### src/rail_slot_defs.svh
`ifndef RAIL_SLOT_DEFS_SVH
`define RAIL_SLOT_DEFS_SVH

// Register offsets
`define SLOT_ASSIGN_BUCKBOOST_BUCK3_ADDR 8'h23
`define SLOT_ASSIGN_BACKUP_ADDR 8'h24
`define SLOT_ASSIGN_SWITCH_LINEAR_ADDR 8'h25
`define SLOT_ASSIGN_GP_OUTPUTS_ADDR 8'h26

// Reset values and backup write mask
`define SLOT_ASSIGN_BUCKBOOST_BUCK3_RST 8'h84
`define SLOT_ASSIGN_BACKUP_RST 8'h10
`define SLOT_ASSIGN_SWITCH_LINEAR_RST 8'h88
`define SLOT_ASSIGN_GP_OUTPUTS_RST 8'h08
`define SLOT_ASSIGN_BACKUP_MASK 8'h33

// Field positions (low bit of each field)
`define HI_FIELD_LSB 4
`define LO_FIELD_LSB 0

// Strobe numbering
`define FIRST_STROBE 4'h1
`define FIRST_MAIN_STROBE 4'h3
`define LAST_STROBE 4'ha

// Timing
`define CLK_HZ 20000000
`define GAP_SHORT_MS 2
`define GAP_LONG_MS 5
`define POWERDOWN_FACTOR 10
`define GAP_SHORT_CYCLES (`GAP_SHORT_MS * `CLK_HZ / 1000)
`define GAP_LONG_CYCLES (`GAP_LONG_MS * `CLK_HZ / 1000)

`endif

### src/rail_slot_pkg.sv
`default_nettype none
package rail_slot_pkg;

  // Sequencer states, one-hot
  typedef enum logic [3:0] {
    S_OFF = 4'h1,
    S_STROBE = 4'h2,
    S_WAIT = 4'h4,
    S_ON = 4'h8
  } seq_state_t;

  typedef logic [3:0] slot_code_t;

endpackage : rail_slot_pkg
`default_nettype wire

### src/rail_strobe_slot_assign.sv
`timescale 1ns/1ps
`default_nettype none
`include "rail_slot_defs.svh"

module rail_strobe_slot_assign
  import rail_slot_pkg::*;
#(
  parameter int GAP_SHORT = `GAP_SHORT_CYCLES,
  parameter int GAP_LONG = `GAP_LONG_CYCLES,
  parameter int DOWN_FACTOR = `POWERDOWN_FACTOR
) (
  input wire logic clk,
  input wire logic rst,
  input wire logic [7:0] reg_addr,
  input wire logic [7:0] reg_wdata,
  input wire logic reg_wr,
  input wire logic reg_rd,
  input wire logic unlock,
  output logic [7:0] reg_rdata,
  input wire logic freshness_seal_flag,
  input wire logic [8:0] gap_delay_select,
  input wire logic powerdown_delay_factor,
  input wire logic power_up_req,
  input wire logic power_down_req,
  output logic buck_boost_rail,
  output logic third_buck_rail,
  output logic low_volt_load_switch,
  output logic linear_reg_rail,
  output logic gp_output_one,
  output logic gp_output_three,
  output logic backup_core_rail,
  output logic backup_io_rail,
  output logic [3:0] strobe_now,
  output logic seq_busy
);

  // Register file state
  logic [7:0] slot_assign_buckboost_buck3;
  logic [7:0] slot_assign_backup;
  logic [7:0] slot_assign_switch_linear;
  logic [7:0] slot_assign_gp_outputs;
  logic unlocked;
  logic [7:0] next_buckboost_buck3;
  logic [7:0] next_backup;
  logic [7:0] next_switch_linear;
  logic [7:0] next_gp_outputs;
  logic next_unlocked;
  logic [7:0] next_rdata;

  // Sequencer state
  seq_state_t state;
  seq_state_t next_state;
  logic dir_down;
  logic next_dir_down;
  logic [3:0] next_strobe;
  logic [19:0] gap_cnt;
  logic [19:0] next_gap_cnt;
  logic [7:0] rails;
  logic [7:0] next_rails;
  logic next_busy;

  // Slot fields and per-rail strobe hits
  slot_code_t slot4 [6];
  logic [1:0] slot2 [2];
  logic [7:0] hit;
  logic [3:0] gap_idx;
  logic [19:0] gap_load;
  logic [3:0] stop_strobe;

  assign slot4[0] = slot_assign_buckboost_buck3[`HI_FIELD_LSB +: 4];
  assign slot4[1] = slot_assign_buckboost_buck3[`LO_FIELD_LSB +: 4];
  assign slot4[2] = slot_assign_switch_linear[`HI_FIELD_LSB +: 4];
  assign slot4[3] = slot_assign_switch_linear[`LO_FIELD_LSB +: 4];
  assign slot4[4] = slot_assign_gp_outputs[`LO_FIELD_LSB +: 4];
  assign slot4[5] = slot_assign_gp_outputs[`HI_FIELD_LSB +: 4];
  assign slot2[0] = slot_assign_backup[`LO_FIELD_LSB +: 2];
  assign slot2[1] = slot_assign_backup[`HI_FIELD_LSB +: 2];

  // Main rails answer only to codes 3h..Ah; anything else never hits
  genvar gi;
  generate
    for (gi = 0; gi < 6; gi++) begin : g_main_hit
      assign hit[gi] = (slot4[gi] == strobe_now) && (slot4[gi] >= `FIRST_MAIN_STROBE) &&
                       (slot4[gi] <= `LAST_STROBE);
    end
    for (gi = 0; gi < 2; gi++) begin : g_backup_hit
      assign hit[6 + gi] = ((slot2[gi] == 2'h1) || (slot2[gi] == 2'h2)) &&
                           ({2'h0, slot2[gi]} == strobe_now);
    end
  endgenerate

  // Strobes 1 and 2 are skipped whenever the seal is set
  assign stop_strobe = freshness_seal_flag ? `FIRST_MAIN_STROBE : `FIRST_STROBE;

  // Gap after this strobe: up uses its own select bit, down the one below
  assign gap_idx = dir_down ? strobe_now - 4'h2 : strobe_now - 4'h1;

  // Counter preload; two cycles go to the strobe and step states
  always_comb begin
    logic [19:0] base;
    base = gap_delay_select[gap_idx] ? 20'(GAP_LONG) : 20'(GAP_SHORT);
    if (dir_down && powerdown_delay_factor) begin
      base = 20'(GAP_LONG * DOWN_FACTOR);
      if (!gap_delay_select[gap_idx]) begin
        base = 20'(GAP_SHORT * DOWN_FACTOR);
      end
    end
    gap_load = base - 20'h2;
  end

  // Register writes and reads; the unlock step arms exactly one write
  always_comb begin
    next_buckboost_buck3 = slot_assign_buckboost_buck3;
    next_backup = slot_assign_backup;
    next_switch_linear = slot_assign_switch_linear;
    next_gp_outputs = slot_assign_gp_outputs;
    next_unlocked = unlocked;
    next_rdata = reg_rdata;
    if (unlock) begin
      next_unlocked = 1'b1;
    end
    if (reg_wr) begin
      next_unlocked = 1'b0;
      case (reg_addr)
        `SLOT_ASSIGN_BUCKBOOST_BUCK3_ADDR: begin
          next_buckboost_buck3 = reg_wdata;
        end
        `SLOT_ASSIGN_BACKUP_ADDR: begin
          if (unlocked) begin
            next_backup = reg_wdata & `SLOT_ASSIGN_BACKUP_MASK;
          end
        end
        `SLOT_ASSIGN_SWITCH_LINEAR_ADDR: begin
          if (unlocked) begin
            next_switch_linear = reg_wdata;
          end
        end
        `SLOT_ASSIGN_GP_OUTPUTS_ADDR: begin
          if (unlocked) begin
            next_gp_outputs = reg_wdata;
          end
        end
        default: begin
        end
      endcase
    end
    if (reg_rd) begin
      case (reg_addr)
        `SLOT_ASSIGN_BUCKBOOST_BUCK3_ADDR: next_rdata = slot_assign_buckboost_buck3;
        `SLOT_ASSIGN_BACKUP_ADDR: next_rdata = slot_assign_backup;
        `SLOT_ASSIGN_SWITCH_LINEAR_ADDR: next_rdata = slot_assign_switch_linear;
        `SLOT_ASSIGN_GP_OUTPUTS_ADDR: next_rdata = slot_assign_gp_outputs;
        default: next_rdata = 8'h00;
      endcase
    end
  end

  // Register file flops
  always_ff @(posedge clk or posedge rst) begin
    if (rst) begin
      slot_assign_buckboost_buck3 <= `SLOT_ASSIGN_BUCKBOOST_BUCK3_RST;
      slot_assign_backup <= `SLOT_ASSIGN_BACKUP_RST;
      slot_assign_switch_linear <= `SLOT_ASSIGN_SWITCH_LINEAR_RST;
      slot_assign_gp_outputs <= `SLOT_ASSIGN_GP_OUTPUTS_RST;
      unlocked <= 1'b0;
      reg_rdata <= 8'h00;
    end else begin
      slot_assign_buckboost_buck3 <= next_buckboost_buck3;
      slot_assign_backup <= next_backup;
      slot_assign_switch_linear <= next_switch_linear;
      slot_assign_gp_outputs <= next_gp_outputs;
      unlocked <= next_unlocked;
      reg_rdata <= next_rdata;
    end
  end

  // Sequencer: one strobe state per strobe, then a counted gap
  always_comb begin
    next_state = state;
    next_dir_down = dir_down;
    next_strobe = strobe_now;
    next_gap_cnt = gap_cnt;
    next_rails = rails;
    next_busy = seq_busy;
    case (state)
      S_OFF: begin
        if (power_up_req) begin
          next_state = S_STROBE;
          next_dir_down = 1'b0;
          next_strobe = stop_strobe;
          next_busy = 1'b1;
        end
      end
      S_STROBE: begin
        if (dir_down) begin
          // Rails outside sequencer control keep their level
          next_rails = rails & ~hit;
          if (freshness_seal_flag) begin
            next_rails[7:6] = rails[7:6];
          end
          if (strobe_now <= stop_strobe) begin
            next_state = S_OFF;
            next_busy = 1'b0;
            next_strobe = 4'h0;
          end else begin
            next_state = S_WAIT;
            next_gap_cnt = gap_load;
          end
        end else begin
          next_rails = rails | hit;
          if (strobe_now == `LAST_STROBE) begin
            next_state = S_ON;
            next_busy = 1'b0;
          end else begin
            next_state = S_WAIT;
            next_gap_cnt = gap_load;
          end
        end
      end
      S_WAIT: begin
        if (gap_cnt == 20'h0) begin
          next_state = S_STROBE;
          next_strobe = dir_down ? strobe_now - 4'h1 : strobe_now + 4'h1;
        end else begin
          next_gap_cnt = gap_cnt - 20'h1;
        end
      end
      S_ON: begin
        if (power_down_req) begin
          next_state = S_STROBE;
          next_dir_down = 1'b1;
          next_strobe = `LAST_STROBE;
          next_busy = 1'b1;
        end
      end
      default: begin
        next_state = S_OFF;
        next_busy = 1'b0;
      end
    endcase
  end

  // Sequencer flops
  always_ff @(posedge clk or posedge rst) begin
    if (rst) begin
      state <= S_OFF;
      dir_down <= 1'b0;
      strobe_now <= 4'h0;
      gap_cnt <= 20'h0;
      rails <= 8'h00;
      seq_busy <= 1'b0;
    end else begin
      state <= next_state;
      dir_down <= next_dir_down;
      strobe_now <= next_strobe;
      gap_cnt <= next_gap_cnt;
      rails <= next_rails;
      seq_busy <= next_busy;
    end
  end

  // Rail enables straight from the rails flops
  assign buck_boost_rail = rails[0];
  assign third_buck_rail = rails[1];
  assign low_volt_load_switch = rails[2];
  assign linear_reg_rail = rails[3];
  assign gp_output_one = rails[4];
  assign gp_output_three = rails[5];
  assign backup_core_rail = rails[6];
  assign backup_io_rail = rails[7];

endmodule : rail_strobe_slot_assign
`default_nettype wire

### config.mk
export PLATFORM = sky130hd
export DESIGN_NAME = rail_strobe_slot_assign
export DESIGN_NICKNAME = d
export VERILOG_FILES = /design/src/rail_slot_pkg.sv /design/src/rail_strobe_slot_assign.sv
export VERILOG_INCLUDE_DIRS = /design/src
export SDC_FILE = /design/constraint.sdc
export NUM_CORES = 1
export LEC_CHECK = 0
export BUFFER_PORTS_ARGS = -buffer_cell sky130_fd_sc_hd__buf_2
export CAP_MARGIN = 0
export CORE_MARGIN = 2
export CORE_UTILIZATION = 60
export CTS_CLUSTER_DIAMETER = 200
export DETAILED_ROUTE_END_ITERATION = 16
export GPL_TIMING_DRIVEN = 0
export PLACE_DENSITY = 0.89
export SETUP_SLACK_MARGIN = 0.3
export SYNTH_ARGS = -nofsm -noshare
export SYNTH_HDL_FRONTEND = slang
export SYNTH_SLANG_ARGS = --single-unit
### constraint.sdc
create_clock -name clk -period 4.64 [get_ports clk]
set_input_delay 0.464 -clock clk [delete_from_list [all_inputs] [get_ports clk]]
set_output_delay 0.464 -clock clk [all_outputs]
set_load 0.005 [all_outputs]
# == Word-level counts from Yosys, hierarchy flattened ==
# Cells that the tools add are included.
# totals
romBits,0
ff_bits,75
ram_bits,0
elab_cells,139
output_inout_bits,21
mem_count,0
input_bits,34
latch_bits,0
# classes
bitwise_logic,4
n_mul,0
reduce_logical,32
n_addsub,5
div,0
shifts,0
muxes,39
magnitude_cmp,14
eq_ne,32
# ops
operator,n
two-way mux 20 bit,6
two-way mux 4 bit,12
case mux 20 bit (2 select lines),1
"equality test 8 x 6 -> 1 bit, second input constant",4
case mux 4 bit (4 select lines),2
case mux 8 bit (4 select lines),1
equality test 4 bit,6
"greater-or-equal comparator 4 x 2 -> 1 bit, second input constant",6
"<= comparator 4 bit, second input constant",6
logical NOT 20 bit,1
"subtractor 20 x 1 -> 20 bit, second input constant",1
"subtractor 20 x 2 -> 20 bit, second input constant",1
two-way mux 17 bit,1
logical AND 1 bit,15
AND reduction 3 bit,5
"!= test 2 bit, second input constant",7
"!= test 3 bit, second input constant",4
two-way mux 1 bit,9
AND 8 bit,1
equality test 2 x 4 -> 1 bit,2
"equality test 4 bit, second input constant",2
two-way mux 8 bit,1
inverter 8 bit,1
bitwise OR 8 bit,1
23 further kinds,30

# == Logic depth before layout (Yosys ltp) ==
# Gate-level depths: netlist of the first run.
# logic_depth
depth_word,10
mapped_depth,12
depth_no_buf,11

# == Least setup slack after synthesis of the first run ==
# Ideal clock, no wire load.
# synth_path
path_type,register to register
from,register strobe_now[0]
to,register gap_cnt[7]
slack_ps,1617
t_required_ps,4519
t_arrival_ps,2902
synth_period_minus_slack_ps,3023
stages_incl_launch_ff,12
path_cell_list,dfrtp_1 > buf_1 > inv_1 > ha_1 > xnor2_1 > mux2_2 > o311ai_1 > a31oi_1 > ha_1 > nand2_1 > o41ai_1 > a22o_1
# synth_via
elab_chain_cells,10
word_cells_on_any_way,18
cone_classes,add/sub (3); order compare (1); eq/ne (3); mux (10); reduce/logical (1)
# synth_lines
element,line_no,source
"start, declared",rail_strobe_slot_assign.sv:33,"output logic [3:0] strobe_now,"
"start signal, assigned",rail_strobe_slot_assign.sv:255,strobe_now <= next_strobe;
subtractor 4 x 1 -> 4 bit or subtractor 4 x 2 -> 4 bit (tied branches),rail_strobe_slot_assign.sv:96,assign gap_idx = dir_down ? strobe_now - 4'h2 : strobe_now - 4'h1;
two-way mux 4 bit,rail_strobe_slot_assign.sv:96,
binary-select mux 1 bit (select 4 bit),"rail_strobe_slot_assign.sv:101, rail_strobe_slot_assign.sv:104",
two-way mux 1 bit (not written as such),"rail_strobe_slot_assign.sv:101, rail_strobe_slot_assign.sv:104",
two-way mux 17 bit or two-way mux 20 bit (tied branches),"rail_strobe_slot_assign.sv:101, rail_strobe_slot_assign.sv:104",
two-way mux 20 bit,rail_strobe_slot_assign.sv:102,if (dir_down && powerdown_delay_factor) begin
subtractor 20 x 2 -> 20 bit,rail_strobe_slot_assign.sv:108,gap_load = base - 20'h2;
"two-way mux 20 bit, on equally long branches","rail_strobe_slot_assign.sv:211, rail_strobe_slot_assign.sv:201",
two-way mux 20 bit,rail_strobe_slot_assign.sv:195,if (dir_down) begin
case mux 20 bit (2 select lines),rail_strobe_slot_assign.sv:185,case (state)
"end signal, assigned",rail_strobe_slot_assign.sv:256,gap_cnt <= next_gap_cnt;
"end, declared",rail_strobe_slot_assign.sv:56,logic [19:0] gap_cnt;
# Parallel ways exist; a longest one is shown, timed or not. The select of a mux whose other input is x is not followed.
# A chain may end at the register's enable or synchronous reset.

# == Final worst setup path of the first run ==
# Ends and elaborated chain as after synthesis.

==> results.md, run 1 <==
- Power Density: 449 nW/um^2
- Max-cap violation count: 0
- Layout net count: 560
- Final Wtd Congestion: around 0.9
- First-pass GRT wire length: between 15000 and 20000 microns
- DR pass1 iterations: 5
- Via density: 6.36
- # fillers: roughly 570
- Total gr overflow: 0
- Non-Filler Cell Area, Final: slightly above 5000 sq um
- H-tree levels: 3
- RR Startpoint: strobe_now[0]$_DFFE_PP0P_
- Met1 capacity usage during global routing: 31.9%
- CP required: ~4.9 ns
- Setup crit end kind: flop
- Final Hold Fails: 0
- Global routing usage on met2: 47.2%
- Worst hold slack: 0.299 ns
- Reg clk slew, reported paths: ~0.080 ns
- Slew of the pin with the lowest slew margin: a little over 1 ns
- Final worst path period share: 81.2%
- Die X: roughly 90 microns
- TritonCTS clock tree: yes
- Via count: around 3900
- Reg2Reg Capture Point: gap_cnt[7]$_DFFE_PP0P_
- DIE HEIGHT: 89.9 microns
- Final wirelength: roughly 11000 microns
- P&R area growth vs syn: 13.7%
- WL/cell: around 18 microns
- Synth top area share: 38.5%
- Post-cts sizing count: 0
- Port-buffer cells: 53
- FP Rows: 31
- CP Class: reg2reg
- Clk sinks: 75
- Startpoint type of the worst setup path: flop
- Hold Path Class: in2async
- Share of layout cells above drive strength 1: 23.5%
- Worst setup endpoint: gap_cnt[7]$_DFFE_PP0P_
- Initial antenna violation count: 0
- # hold bufs at CTS: 0
- Synth area leader: dfrtp_1
- Post-Syn Area: roughly 4400 sq um
- Largest net degree at the start of global routing: between 70 and 80
- FFs w/ async S/R, synth: 100%
- Core ar.: ~7200 sq um
- Register area share after synthesis: 42.6%
- Detail Placement HPWL: around 7900 microns
- DR iter-0 viols: roughly 260
- Net Count, Synth: 496
- Max Slew Vio Count: 0
- Gr busiest metal: met2
- Syn Inst Count: 450
- Max_slew headroom: between 30% and 40%
- Synth area leaders: dfrtp_1 (38%), mux2_2 (7.9%), o21ai_0 (4.5%)
- Yosys warns: 0
- Run status: finished, final reports clean
- R2R depth: 11
- Post-synth cell types: 62
- Main flop type after synthesis: dfrtp_1
- Post-route clock skew: between 0.008 and 0.009 ns
- Static leakage: ~2.3 nW
- Total setup buffers inserted after CTS: 0
- Final min period: ~3.8 ns
- Die Footprint: 8070 sq um
- R2r setup slk: between 0.8 and 0.9 ns
- Final ANT Viol Nets: 0
- Ports: 55
- Fmax: between 0.2 and 0.3 GHz
- WP data arrival: between 4 and 5 ns
- CTS Buffer Depth: 2
- Number of flops mapped to enable cells by yosys: 0
- Grt met3 use: 5.45%
- RSZ-0062 raised after global routing: false
- Crit. Startpoint: strobe_now[0]$_DFFE_PP0P_
- DRC: 0
- Antenna diode count: 0
- Clk Latency, worst-skew pair: about 0.36 ns
- Synth cell count leaders: dfrtp_1 (68), o21ai_0 (40), mux2_2 (31)
- DP Area: 4810 sq um
- Gr usage total: 27.3%
- Most frequent cell after synthesis: dfrtp_1
- Setup violators final: 0
- CTS Root Cell: clkbuf_8
- Setup TNS: 0 ns
- Post-Synthesis Mean Instance Area: 9.83 sq um
- Crit path max fanout: 10
- Vias in the first global route: 3946
- Max VDD drop: ~0.00024 V
- Initial Utilization: 61.3%
- Yosys reg bits: 75
- Num CTS Buffers: 9
[layer usage]
| layer | share of wire (%) | up-vias |
|---|---|---|
| met5 | 0 | - |
| met4 | 3.1 | 0 |
| met3 | 5.0 | 43 |
| met2 | 51 | 150 |
| met1 | 41 | 1924 |
| li1 | - | 1811 |
[how the worst min path moves through the flow]
| stage | start | to | slack (ns) | depth (start not counted) |
|---|---|---|---|---|
| final | rst | asynchronous set/reset pin | 0.30 | 2 |
| after global routing | reg_wr | unlocked$_DFFE_PP0P_ | 0.31 | 2 |
| after CTS | reg_wr | unlocked$_DFFE_PP0P_ | 0.30 | 2 |
| after detailed placement | flop | flop | 0.47 | 2 |
| after global placement | flop | flop | 0.46 | 2 |
| after floorplan | gap_cnt[11]$_DFFE_PP0P_ | gap_cnt[11]$_DFFE_PP0P_ | 0.47 | 2 |
[layout make-up]
class,count,area (sq um),share of cell area [%]
Multi-Input combinational cell,334,2380,47.3
Sequential cell,75,1890,37.5
Timing Repair Buffer,53,265,5.27
Clock buffer,10,128,2.54
Tap cell,99,124,2.46
Clock inverter,6,88.8,1.77
Inverter,21,81.3,1.62
Buffer,20,80.1,1.59
[where the power goes]
part / leakage, nW / switching [W] / internal, W
combinational: 1.22 / 0.000497 / 0.000327
clock: 0.103 / 0.000261 / 0.000304
sequential: 0.956 / 0.000115 / 0.000754
[cell usage in the layout, fill, tap and decap left out, drive strengths merged, types with 3 or more instances in the layout]
master   count
mux2        31
dfstp        7
and3        12
o22ai        9
nor3        20
a21boi       4
nor2        24
xor2        18
a31oi        7
o211ai       3
nand3b       4
a21oi       19
xnor2        6
nor4b        6
inv         22
mux2i        5
a221oi       3
nor4        10
o2bb2ai      3
nand2b       5
dfrtp       68
ha          12
clkbuf      26
nand4        3
nand2       26
or3          7
a222oi       8
nand3       14
or4          3
nor3b        5
o21ai       41
buf         57
[kinds of logic after synthesis]
family	synth area share [%]
simple gates	18.5
fa+ha+maj	3.39
mux	9.53
buf+inv	3.59
compound gates	17.6
xor+xnor	4.75
flops	42.6
[worst max-delay path, cell delays in order, from the launching register on]
cell and delay [ns]:
dfrtp_1 0.51, buf_1 0.48, inv_1 0.28, ha_1 0.30, xnor2_1 0.38, mux2_2 0.39, o311ai_1 0.41, a31oi_1 0.30
ha_1 0.27, nand2_1 0.07, o41ai_1 0.08, a22o_1 0.20
[per-stage QoR]
step | worst slack [ns] | util (%) | power (W) | std cells
after floorplan | 1.62 | - | 0.00147 | 450
after CTS | 0.967 | 69.7 | 0.00225 | 618
after global placement | 1.06 | 66.7 | 0.00164 | 602
after detailed placement | 0.995 | 66.7 | 0.00169 | 602
after global routing | 0.700 | 69.7 | 0.00238 | 618
final | 0.870 | 69.7 | 0.00226 | 618
Power figures use the tool's default switching activity.
==> inputs of run 2 (changes only) <==
--- a/config.mk
+++ b/config.mk
@@ -6,14 +6,15 @@
 export SDC_FILE = /design/constraint.sdc
 export NUM_CORES = 1
 export LEC_CHECK = 0
+export ABC_AREA = 1
 export BUFFER_PORTS_ARGS = -buffer_cell sky130_fd_sc_hd__buf_2
 export CAP_MARGIN = 0
 export CORE_MARGIN = 2
-export CORE_UTILIZATION = 60
+export CORE_UTILIZATION = 59
 export CTS_CLUSTER_DIAMETER = 200
 export DETAILED_ROUTE_END_ITERATION = 16
 export GPL_TIMING_DRIVEN = 0
-export PLACE_DENSITY = 0.89
+export PLACE_DENSITY = 0.87
 export SETUP_SLACK_MARGIN = 0.3
 export SYNTH_ARGS = -nofsm -noshare
 export SYNTH_HDL_FRONTEND = slang
==> constraint.sdc (replaced) <==
create_clock -name clk -period 3.75 [get_ports clk]
set_input_delay 0.375 -clock clk [delete_from_list [all_inputs] [get_ports clk]]
set_output_delay 0.375 -clock clk [all_outputs]
set_load 0.005 [all_outputs]
==> run 2 against run 1 <==
Cell area grew 7.9%. Clock-buffer cell count grew 2. Sequential power grew 22%. Via count grew 21%. Cell count grew 34%. Area after synthesis grew 8.2%. Die area grew 9.6%. Worst hold slack lost 0.089 ns. Clock skew grew 0.0031 ns. Critical path type unchanged. Critical endpoint is now gap_cnt[19]$_DFFE_PP0P_.
==> results.md, run 2 <==
- Run status: finished, final reports clean
- DIE HEIGHT: 94.1 microns
- WP data arrival: about 3.1 ns
- Most frequent cell after synthesis: nand2_1
- Psw: roughly 0.0013 W
- Cell breakdown of the critical path: buf_2 -> inv_1 -> ha_1 -> inv_1 -> nand2_1 -> nand2_1 -> nand2_1 -> nand2_1 -> nand2_1 -> nand3_1 -> nand2_1 -> ha_1 -> o21ai_0 -> a21oi_1
- Net Count, Synth: ~700
- Crit path max fanout: 10
- Final min period: ~2.9 ns
- Fmax: between 0.3 and 0.4 GHz
- DRC: 0
- CP required: roughly 4 ns
- Number of flops mapped to enable cells by yosys: 0
- Gr usage total: around 29%
- DR pass1 iterations: 5
- Final Wtd Congestion: 0.904
- Synth area leader: dfrtp_1
- Register area share after synthesis: between 30% and 40%
- Sequential share of power: between 30 and 40%
- Via density: approximately 5.7
- Comb pwr share: a little over two fifths
- Post-synthesis xor/xnor area fraction: between 3 and 4%
- Crit. Startpoint: strobe_now[0]$_DFFE_PP0P_
- RSZ-0062 raised after global routing: false
- H-tree levels: 3
- Clk Latency, worst-skew pair: between 0.3 and 0.4 ns
- Max-cap violation count: 0
- Most frequent cells in the layout: nand2_1 (210), inv_1 (71), dfrtp_1 (68)
- Max VDD drop: 0.000382 V
- Setup crit end kind: flop
- Slew of the pin with the lowest slew margin: between 0.6 and 0.7 ns
- Switching share of power: a little over two fifths
- Detail Placement HPWL: between 9000 and 10000 microns
- DR iter-0 viols: ~390
- Yosys reg bits: between 70 and 80
- Setup violators final: 0
- Post-Synthesis Mean Instance Area: around 7.3 sq um
- Max_slew headroom: a little under three fifths
- Total setup buffers inserted after CTS: 0
- P&R area growth vs syn: 13.5%
- Yosys warns: 0
- Final Hold Fails: 0
- Total gr overflow: 0
- Vias in the first global route: 4418
- Final worst path period share: between 70% and 80%
- Hold wc startpoint: reg_wr
- Pint: 0.00176 W
- Synth cell count leaders: nand2_1 (210), inv_1 (72), dfrtp_1 (68)
- Post-Synth Simple-Gate Area: roughly 33%
- Final ANT Viol Nets: 0
- Multi-input gate area: roughly 2500 sq um
- Die X: about 94 microns
- Clk pwr share: a little under a quarter
- Max Slew Vio Count: 0
- Max stage delay cell, worst path: dfrtp_1
- Synth top area share: a little over a third
- FFs w/ async S/R, synth: 100%
- Main flop type after synthesis: dfrtp_1
- Via count: around 4700
- # fillers: between 600 and 700
- Setup TNS: 0 ns
- Post-route clock skew: around 0.012 ns
- Worst hold slack: 0.210 ns
- Core ar.: roughly 8000 sq um
- Hold Path Class: in2reg
- Ports: 55
- Port-buffer cells: 53
- Most common cell after layout, fill and taps aside: nand2_1
- Synth Area in Compound Gates: a little over an eighth
- CTS Buffer Depth: 2
- Post-synthesis mux area share: 0%
- Startpoint type of the worst setup path: flop
- Post-Syn Area: 4790 sq um
- Num CTS Buffers: 9
- Synth area leaders: dfrtp_1 (36%), nand2_1 (16%), inv_1 (5.6%)
- Crit path largest cell delay: around 0.42 ns
- TritonCTS clock tree: yes
- CTS Root Cell: clkbuf_8
- Largest net degree at the start of global routing: 54
- Initial antenna violation count: 0
- First-pass GRT wire length: approximately 20000 microns
- Static leakage: about 2.8 nW
- Post-synth cell types: 39
- CP Class: reg2reg
- Post-cts sizing count: 0
- FP Rows: 32
- Buf+Inv Stages, Crit Path: 3
- Power Density: about 570 nW/um^2
- RR Startpoint: strobe_now[0]$_DFFE_PP0P_
- Reg area: ~1900 sq um
- Share of layout cells above drive strength 1: a little under a fifth
- Die Footprint: 8850 sq um
- Adder-cell share of the synthesized area: 3.14%
- Largest family of logic cells by synthesized area: simple AND/OR/NAND/NOR gates
- Reg clk slew, reported paths: 0.09 ns
- Final wirelength: 12400 microns
- Most Frequent Cell on Critical Path: nand2_1
- Antenna diode count: 0
- Clk sinks: 75
- WL/cell: approximately 15 microns
- Critical path's top delay family: buffers and inverters
- Initial Utilization: between 60 and 70%
- Layout net count: 767
- Syn Inst Count: 655
-- run 2: changes by cell type after synthesis, sizes merged, moves of 8 or more --
cell / delta
inv: +58
xor2: -9
mux2: -31
and3: -12
nor2: +24
nand3: +39
clkbuf: -13
nand2: +195
nor3: -9
buf: +8
a222oi: -8
o21ai: +38
nor4: -8
-- run 2: path summary, 6_finish.rpt --
| path | to | slack [ns] | cells past startpoint |
|---|---|---|---|
| worst max-delay path | gap_cnt[19]$_DFFE_PP0P_ | 0.89 | 14 |
| worst min-delay path | unlocked$_DFFE_PP0P_ | 0.21 | 2 |
| worst max register to register | gap_cnt[19]$_DFFE_PP0P_ | 0.89 | 14 |
| worst min register to register | flop | 0.48 | 2 |
| max in group asynchronous | slot_assign_buckboost_buck3[7]$_DFFE_PP1P_ | 2.60 | 4 |
| min in group asynchronous | gap_cnt[12]$_DFFE_PP0P_ | 0.53 | 3 |
-- run 2: cell type report --
cell class                 count  area share [%]
buffer                        15            2.03
clock inverter                 4            1.41
tap                          102            2.35
sequential                    75            34.7
clock buffer                  12            2.49
timing repair buffer          55            5.58
inverter                      79            5.51
multi-input combinational    486            45.9
-- run 2: cells by family after synthesis --
| group | Yosys count |
|---|---|
| compound gates | 110 |
| xor+xnor | 17 |
| fa+ha+maj | 12 |
| buf+inv | 94 |
| flops | 75 |
| simple gates | 347 |
-- run 2: power groups by stage --
stage,Combinational [W],Clock [W],Sequential (W)
finish,0.00131,0.000693,0.00106
floorplan,0.000946,0,0.00105
global route,0.00146,0.000728,0.00108
detailed placement,0.00127,0,0.00107
global placement,0.00121,0,0.00107
CTS,0.00128,0.000690,0.00106
-- run 2: worst register-to-register path: cells and delay by family, from the launching register on --
kind,cells,cell delay (ns)
AND/OR/NAND/NOR,7,0.59
adder cells (fa/ha/maj),2,0.61
flip-flops,1,0.42
AO/OA/AOI/OAI,2,0.43
buffers and inverters,3,0.70
-- run 2: timing repair --
item / in CTS / in global routing
hold buffers: 1 / 0
endpoints found under the setup margin: 0 / 0
hold endpoints to repair: 12 / 0
-- run 2: metrics by stage --
| step | area [sq um] | power (W) | instances | util [%] | worst slack, ns |
|---|---|---|---|---|---|
| after floorplan | 4790 | 0.00199 | 655 | - | 1.48 |
| after global routing | 5430 | 0.00327 | 828 | 69.6 | 0.689 |
| after CTS | 5430 | 0.00303 | 828 | 69.6 | 0.989 |
| final | 5430 | 0.00307 | 828 | 69.6 | 0.894 |
| after global placement | 5180 | 0.00228 | 810 | 66.3 | 0.554 |
| after detailed placement | 5210 | 0.00234 | 811 | 66.7 | 1.01 |
-- run 2: metal layers --
metal / routed length (microns) / track usage (%)
met1: 5320 / 39.4
met3: 973 / 4.74
met2: 5870 / 47.7
met5: 0 / 0
met4: 271 / 10.6
